## config.mk

```make
export PLATFORM = sky130hd
export DESIGN_NAME = pdl_status_caps
export DESIGN_NICKNAME = d
export VERILOG_FILES = /design/src/pdl_pkg.sv /design/src/pdl_np_tracker.sv /design/src/pdl_status_caps.sv /design/src/pdl_sticky_bit.sv
export SDC_FILE = /design/constraint.sdc
export NUM_CORES = 1
export LEC_CHECK = 0
export BUFFER_PORTS_ARGS = -buffer_cell sky130_fd_sc_hd__buf_2
export CORE_MARGIN = 2
export CORE_UTILIZATION = 36
export DETAILED_ROUTE_END_ITERATION = 10
export PLACE_DENSITY_LB_ADDON = 0.25
export SYNTH_ARGS = -nofsm -noshare
export SYNTH_HDL_FRONTEND = slang
export SYNTH_SLANG_ARGS = --single-unit
```

## constraint.sdc

```tcl
create_clock -name mclk -period 2.34 [get_ports mclk]
set_clock_uncertainty 0.1 [all_clocks]
set_input_delay 0.468 -clock mclk [delete_from_list [all_inputs] [get_ports mclk]]
set_output_delay 0.468 -clock mclk [all_outputs]
set_load 0.02 [all_outputs]
```

## src/pdl_pkg.sv

```systemverilog
// Contract
// - status bits 15 down to 6 always read as zero.
// - nonposted_pending is set while any issued nonposted transaction awaits completion; the 6-bit count wraps, clearing it at 64 outstanding.
// - aux_power_present reads 1 when auxiliary power is detected, else 0.
// - unsupported_req_seen is set whenever an unsupported request is received.
// - fatal_err_seen is set whenever a fatal error is detected.
// - nonfatal_err_seen is set whenever a nonfatal error is detected.
// - correctable_err_seen is set whenever a correctable error is detected.
// - link capability bits 31 down to 24 always read 00h, port zero.
// - link capability bits 23 down to 18 always read zero.
// - l1_exit_time mirrors diagnostic bits 20:18 with a shared clock, 17:15 otherwise.
// - l0s_exit_time reads 011b with a shared clock and 100b otherwise.
// - aspm_support_level reads 11b, both L0s and L1 supported.
// - max_lane_width reads 00 0001b, single lane only.
// - max_link_rate reads 1h, 2.5 Gb/s.
package pdl_pkg;
    localparam logic [7:0]  PDL_OFS_DEV_STATUS  = 8'h9a;
    localparam logic [7:0]  PDL_OFS_LINK_CAPS   = 8'h9c;
    localparam logic [15:0] PDL_DEV_STATUS_RST  = 16'h0000;
    localparam int          PDL_BIT_PENDING     = 5;
    localparam int          PDL_BIT_AUX         = 4;
    localparam int          PDL_NUM_ERR         = 4;
    localparam int          PDL_ERR_LSB         = 0;
    localparam int          PDL_RSVD_STS_W      = 10;
    localparam logic [7:0]  PDL_PORT_INDEX      = 8'h00;
    localparam logic [5:0]  PDL_CAP_RSVD        = 6'h00;
    localparam logic [2:0]  PDL_L0S_SHARED      = 3'h3;
    localparam logic [2:0]  PDL_L0S_SEPARATE    = 3'h4;
    localparam logic [1:0]  PDL_ASPM_LEVEL      = 2'h3;
    localparam logic [5:0]  PDL_LANE_WIDTH      = 6'h01;
    localparam logic [3:0]  PDL_LINK_RATE       = 4'h1;
    localparam int          PDL_DIAG_SHARED_LSB = 18;
    localparam int          PDL_DIAG_SEP_LSB    = 15;
    localparam int          PDL_NP_CNT_W        = 6;
    localparam int          PDL_STS_WORD_LSB    = 16;
    localparam int          PDL_STS_BYTE_EN     = 2;
endpackage

```

## src/pdl_np_tracker.sv

```systemverilog
`timescale 1ns/100ps
module pdl_np_tracker
    import pdl_pkg::*;
(
    input  wire logic mclk,
    input  wire logic rst,
    input  wire logic np_issue,
    input  wire logic np_complete,
    output logic      pending
);
    logic [PDL_NP_CNT_W-1:0] count;
    logic [PDL_NP_CNT_W-1:0] next_count;
    logic                    inc;
    logic                    dec;

    always_comb begin
        // a completion with nothing outstanding is stray and dropped,
        // even when a fresh request goes out in the same cycle
        inc        = np_issue;
        dec        = np_complete && (count != '0);
        next_count = count;
        if (inc && !dec) begin
            next_count = count + 1'b1;
        end else if (!inc && dec) begin
            next_count = count - 1'b1;
        end
    end

    always_ff @(posedge mclk or posedge rst) begin
        if (rst) begin
            count   <= '0;
            pending <= 1'b0;
        end else begin
            count   <= next_count;
            pending <= (next_count != '0);
        end
    end
endmodule

```

## src/pdl_status_caps.sv

```systemverilog
`timescale 1ns/100ps
module pdl_status_caps
    import pdl_pkg::*;
(
    input  wire logic        mclk,
    input  wire logic        rst,
    input  wire logic        cfg_rd,
    input  wire logic        cfg_wr,
    input  wire logic [7:0]  cfg_addr,
    input  wire logic [31:0] cfg_wdata,
    input  wire logic [3:0]  cfg_be,
    output logic [31:0]      cfg_rdata,
    output logic             cfg_rvalid,
    input  wire logic        np_issue,
    input  wire logic        np_complete,
    input  wire logic        aux_power_in,
    input  wire logic        unsupported_req_evt,
    input  wire logic        fatal_err_evt,
    input  wire logic        nonfatal_err_evt,
    input  wire logic        correctable_err_evt,
    input  wire logic        common_refclk_sel,
    input  wire logic [2:0]  diag_l1_exit_shared_clk,
    input  wire logic [2:0]  diag_l1_exit_sep_clk,
    output logic [15:0]      device_status,
    output logic [31:0]      link_capabilities
);
    ////////////////////////////////////////////////////////////////////////////
    logic [PDL_NUM_ERR-1:0] err_evt;
    logic [PDL_NUM_ERR-1:0] err_clr;
    logic [PDL_NUM_ERR-1:0] err_flag;
    logic                   pending;
    logic                   sts_wr;

    // dword at 98h holds the status in its upper half
    assign sts_wr  = cfg_wr && (cfg_addr[7:2] == PDL_OFS_DEV_STATUS[7:2])
                     && cfg_be[PDL_STS_BYTE_EN];
    assign err_evt = {unsupported_req_evt, fatal_err_evt,
                      nonfatal_err_evt, correctable_err_evt};
    // write-one-to-clear; pending bit has no write path
    assign err_clr = sts_wr ? cfg_wdata[PDL_STS_WORD_LSB+PDL_ERR_LSB +: PDL_NUM_ERR]
                            : '0;

    genvar gi;
    generate
        for (gi = 0; gi < PDL_NUM_ERR; gi++) begin : g_err
            pdl_sticky_bit u_flag (
                .mclk    (mclk),
                .rst     (rst),
                .set_evt (err_evt[gi]),
                .clr_w1c (err_clr[gi]),
                .flag    (err_flag[gi])
            );
        end
    endgenerate

    pdl_np_tracker u_np (
        .mclk        (mclk),
        .rst         (rst),
        .np_issue    (np_issue),
        .np_complete (np_complete),
        .pending     (pending)
    );

    ////////////////////////////////////////////////////////////////////////////
    logic [15:0] next_status;
    logic [31:0] next_caps;
    logic [31:0] next_rdata;

    always_comb begin
        next_status = {{PDL_RSVD_STS_W{1'b0}}, pending, aux_power_in, err_flag};
        next_caps = {PDL_PORT_INDEX, PDL_CAP_RSVD,
                     common_refclk_sel ? diag_l1_exit_shared_clk
                                       : diag_l1_exit_sep_clk,
                     common_refclk_sel ? PDL_L0S_SHARED : PDL_L0S_SEPARATE,
                     PDL_ASPM_LEVEL, PDL_LANE_WIDTH, PDL_LINK_RATE};
        next_rdata = 32'h0000_0000;
        if (cfg_addr[7:2] == PDL_OFS_DEV_STATUS[7:2]) begin
            next_rdata = {next_status, 16'h0000};
        end else if (cfg_addr[7:2] == PDL_OFS_LINK_CAPS[7:2]) begin
            next_rdata = next_caps;
        end
    end

    always_ff @(posedge mclk or posedge rst) begin
        if (rst) begin
            device_status     <= PDL_DEV_STATUS_RST;
            link_capabilities <= 32'h0000_0000;
            cfg_rdata         <= 32'h0000_0000;
            cfg_rvalid        <= 1'b0;
        end else begin
            device_status     <= next_status;
            link_capabilities <= next_caps;
            cfg_rdata         <= cfg_rd ? next_rdata : 32'h0000_0000;
            cfg_rvalid        <= cfg_rd;
        end
    end
endmodule

```

## src/pdl_sticky_bit.sv

```systemverilog
`timescale 1ns/100ps
module pdl_sticky_bit
    import pdl_pkg::*;
(
    input  wire logic mclk,
    input  wire logic rst,
    input  wire logic set_evt,
    input  wire logic clr_w1c,
    output logic      flag
);
    logic next_flag;

    always_comb begin
        // set beats a clear in the same cycle
        next_flag = set_evt | (flag & ~clr_w1c);
    end

    always_ff @(posedge mclk or posedge rst) begin
        if (rst) begin
            flag <= 1'b0;
        end else begin
            flag <= next_flag;
        end
    end
endmodule
```

==> run metrics <==
outcome=finished, violations left; failing checks=negative setup slack; pin count of the biggest net entering global routing=35; CTS max path bufs=2; peak supply drop=251.9 uV; H-tree Lvls=2; I/O Buffers=59; Tot GR Track Use=0.1060; routed wire length=3.005 mm; most common cell after layout, fill and taps aside=buf_2; TritonCTS clock tree=built; max-cap check violation count=0; met2 wire length=1.439 mm; Met3 Wirelength=223 microns; cts bufs inserted=5; CP max-delay cell=or4_1; final worst slack=-0.04479 ns; #FFs+latches synth=34; HP Class=primary input to asynchronous set/reset pin; # IOs=143; layout cells sized above 1=0.3682; post-route ant nets=0; Place WS=-0.02148 ns; static leakage=1.131 nW; crit-path cells=inv_2 > ha_1 > or3b_4 > and3_1 > a311o_1 > a31o_1 > or4_1; final period utilization=1.019; Slew headroom=0.6680; Pre-antenna DRT Iters=4; Critical Path Start=u_np.count[0]; Via density=3.832; CP max stage delay=0.48 ns; Tmin final=2.385 ns; Pins Over Slew Limit=0; first-pass GRT wire length=4.464 mm; most frequent cells in the layout=buf_2 (59), conb_1 (51), dfrtp_1 (34), buf_4 (12); final hold vios=0; post-synth cell types=36; Critical R2R Launch=u_np.count[0]; clk root buf=clkbuf_8; routed vias=1184; CP Capture Type=flop; Die X=75.58 microns; Die Y=75.58 microns; data required time at the worst endpoint=2.38 ns; Worst setup SP type=flop; core area=5010 sq um; crit-path max FO=4; GRT overflow=0; Final GP Congestion=0.8165; mean post-synth cell area=10.72 sq um; synth warn=0; Clock Latency Late Sink=0.27 ns; Die Area=5712 sq um; Sink Count=34; initial antenna violation count=0; cells after synthesis=172; PwrDens=851.3 nW/um^2; FMAX=419.3 MHz; Buf/Inv on CP=1; Final Net Count=303; final setup violation count=1; site row count=26; DRC viols=0; WP data arrival=2.43 ns; Core Util, Final=0.4306; post-synthesis sequential area ratio=0.4613; hold-fix buffer count after cts=0; max layer used=met4; cell family with most CP delay=simple AND/OR/NAND/NOR gates; Starting DRT DRC Count=34; Worst Max-Slew Pin Slew=0.4941 ns; RSZ-0062 raised after global routing=true; post-DP HPWL=2.414 mm; wire length per cell=9.725 microns; met1 WL=1.316 mm; CTS clk-pin slew, worst paths=0.07 ns; Layout area overhead=16.96%; vias in the first global route=952; Initial Util=0.3681; Post-Syn Area=1844 sq um; # diodes=0; CP Class=flop to flop
Yosys cell counts:
cell,n,area [sq um]
a31o_2,1,8.760
or4_1,1,7.510
o21ai_0,1,5.000
buf_4,59,442.9
ha_1,3,37.54
nand2_1,7,26.28
conb_1,2,7.510
or3b_4,1,11.26
xnor2_1,1,8.760
xor2_1,3,26.28
nor3b_1,1,7.510
nand3_1,3,15.01
a21oi_1,1,5.000
a21o_1,4,30.03
mux2_2,4,45.04
mux2i_1,4,40.04
nor3_1,1,5.000
nor2b_1,3,18.77
and2_1,5,31.28
dfrtp_1,34,850.8
a311o_1,2,20.02
and3_1,3,18.77
nand4_1,3,18.77
clkbuf_1,1,3.750
buf_6,1,11.26
o32ai_1,1,8.760
or4b_1,1,10.01
o31ai_4,1,21.27
nand4b_1,1,8.760
o41ai_1,1,8.760
nor2_1,7,26.28
a31o_1,1,8.760
a22oi_1,1,7.510
inv_1,7,26.28
o211ai_1,1,7.510
nand3b_1,1,7.510
registers in the layout, summed over array words and instances, names as in the netlist:
signal / flops
g_err.u_flag.flag: 4
cfg_rvalid: 1
u_np.count: 6
cfg_rdata: 10
device_status: 6
link_capabilities: 6
u_np.pending: 1
timing repair:
action	in CTS	in global routing
buffers inserted	0	0
endpoints found under the setup margin	1	1
resized for setup	0	0
pin swaps	0	0
stage by stage:
step                      TNS (ns)  cells  hold WS (ns)  area (sq um)  power [W]
final                     -0.04479    309        0.1578          2157   0.001836
after global routing       -0.1584    309        0.1791          2157   0.001974
after CTS                 -0.05691    309        0.1737          2157   0.001855
after detailed placement  -0.02148    301        0.2558          2043   0.001323
after global placement    -0.03139    301        0.2680          2043   0.001321
after floorplan                  0    221        0.2461          2028   0.001182
report_power, final:
group          internal (W)  switching (W)  total (W)  leakage [nW]
Sequential         0.000656      0.0000360   0.000692         0.391
Combinational      0.000270       0.000351   0.000621         0.690
Clock              0.000316       0.000207   0.000523        0.0504
tightest hold or removal path: cells and delay by family:
family | cells | cell delay [ns]
buffers and inverters | 3 | 0.49
metal layers:
metal | vias up | GRT usage
li1 | 593 | -
met1 | 526 | 0.1383
met2 | 63 | 0.1565
met3 | 2 | 0.04497
met4 | 0 | 0.04094
met5 | - | 0
final cells by class:
type,count,area (sq um)
Clock buffer,5,68.82
Clock inverter,3,45.04
Fill cell,514,2853
Inverter,7,26.28
Multi-Input combinational cell,119,693.2
Sequential cell,34,850.8
Tap cell,70,87.58
Timing Repair Buffer,71,385.4
worst paths after layout:
check                              endpoint  depth (start not counted)  slack [ns]
max                            u_np.pending                          7       -0.04
min                        device_status[4]                          3        0.16
max reg2reg                    u_np.pending                          7       -0.04
min reg2reg                device_status[5]                          0        0.27
max in group asynchronous     u_np.count[3]                          3        1.68
min in group mclk          device_status[4]                          1        0.21
cells by family (layout without fill, tap and decap cells):
| kind of cell | Yosys count | in the layout | synth area share |
|---|---|---|---|
| buffers and inverters | 68 | 86 | 0.2625 |
| and+or+nand+nor | 38 | 38 | 0.1153 |
| DFF | 34 | 34 | 0.4613 |
| AOI/OAI and AO/OA | 15 | 15 | 0.07124 |
| muxes | 8 | 8 | 0.04613 |
| xor gates and xnor gates | 4 | 4 | 0.01900 |
| adders and majority gates | 3 | 3 | 0.02035 |
| other | 2 | 51 | 0.004072 |
(Power assumes the default switching activity.)
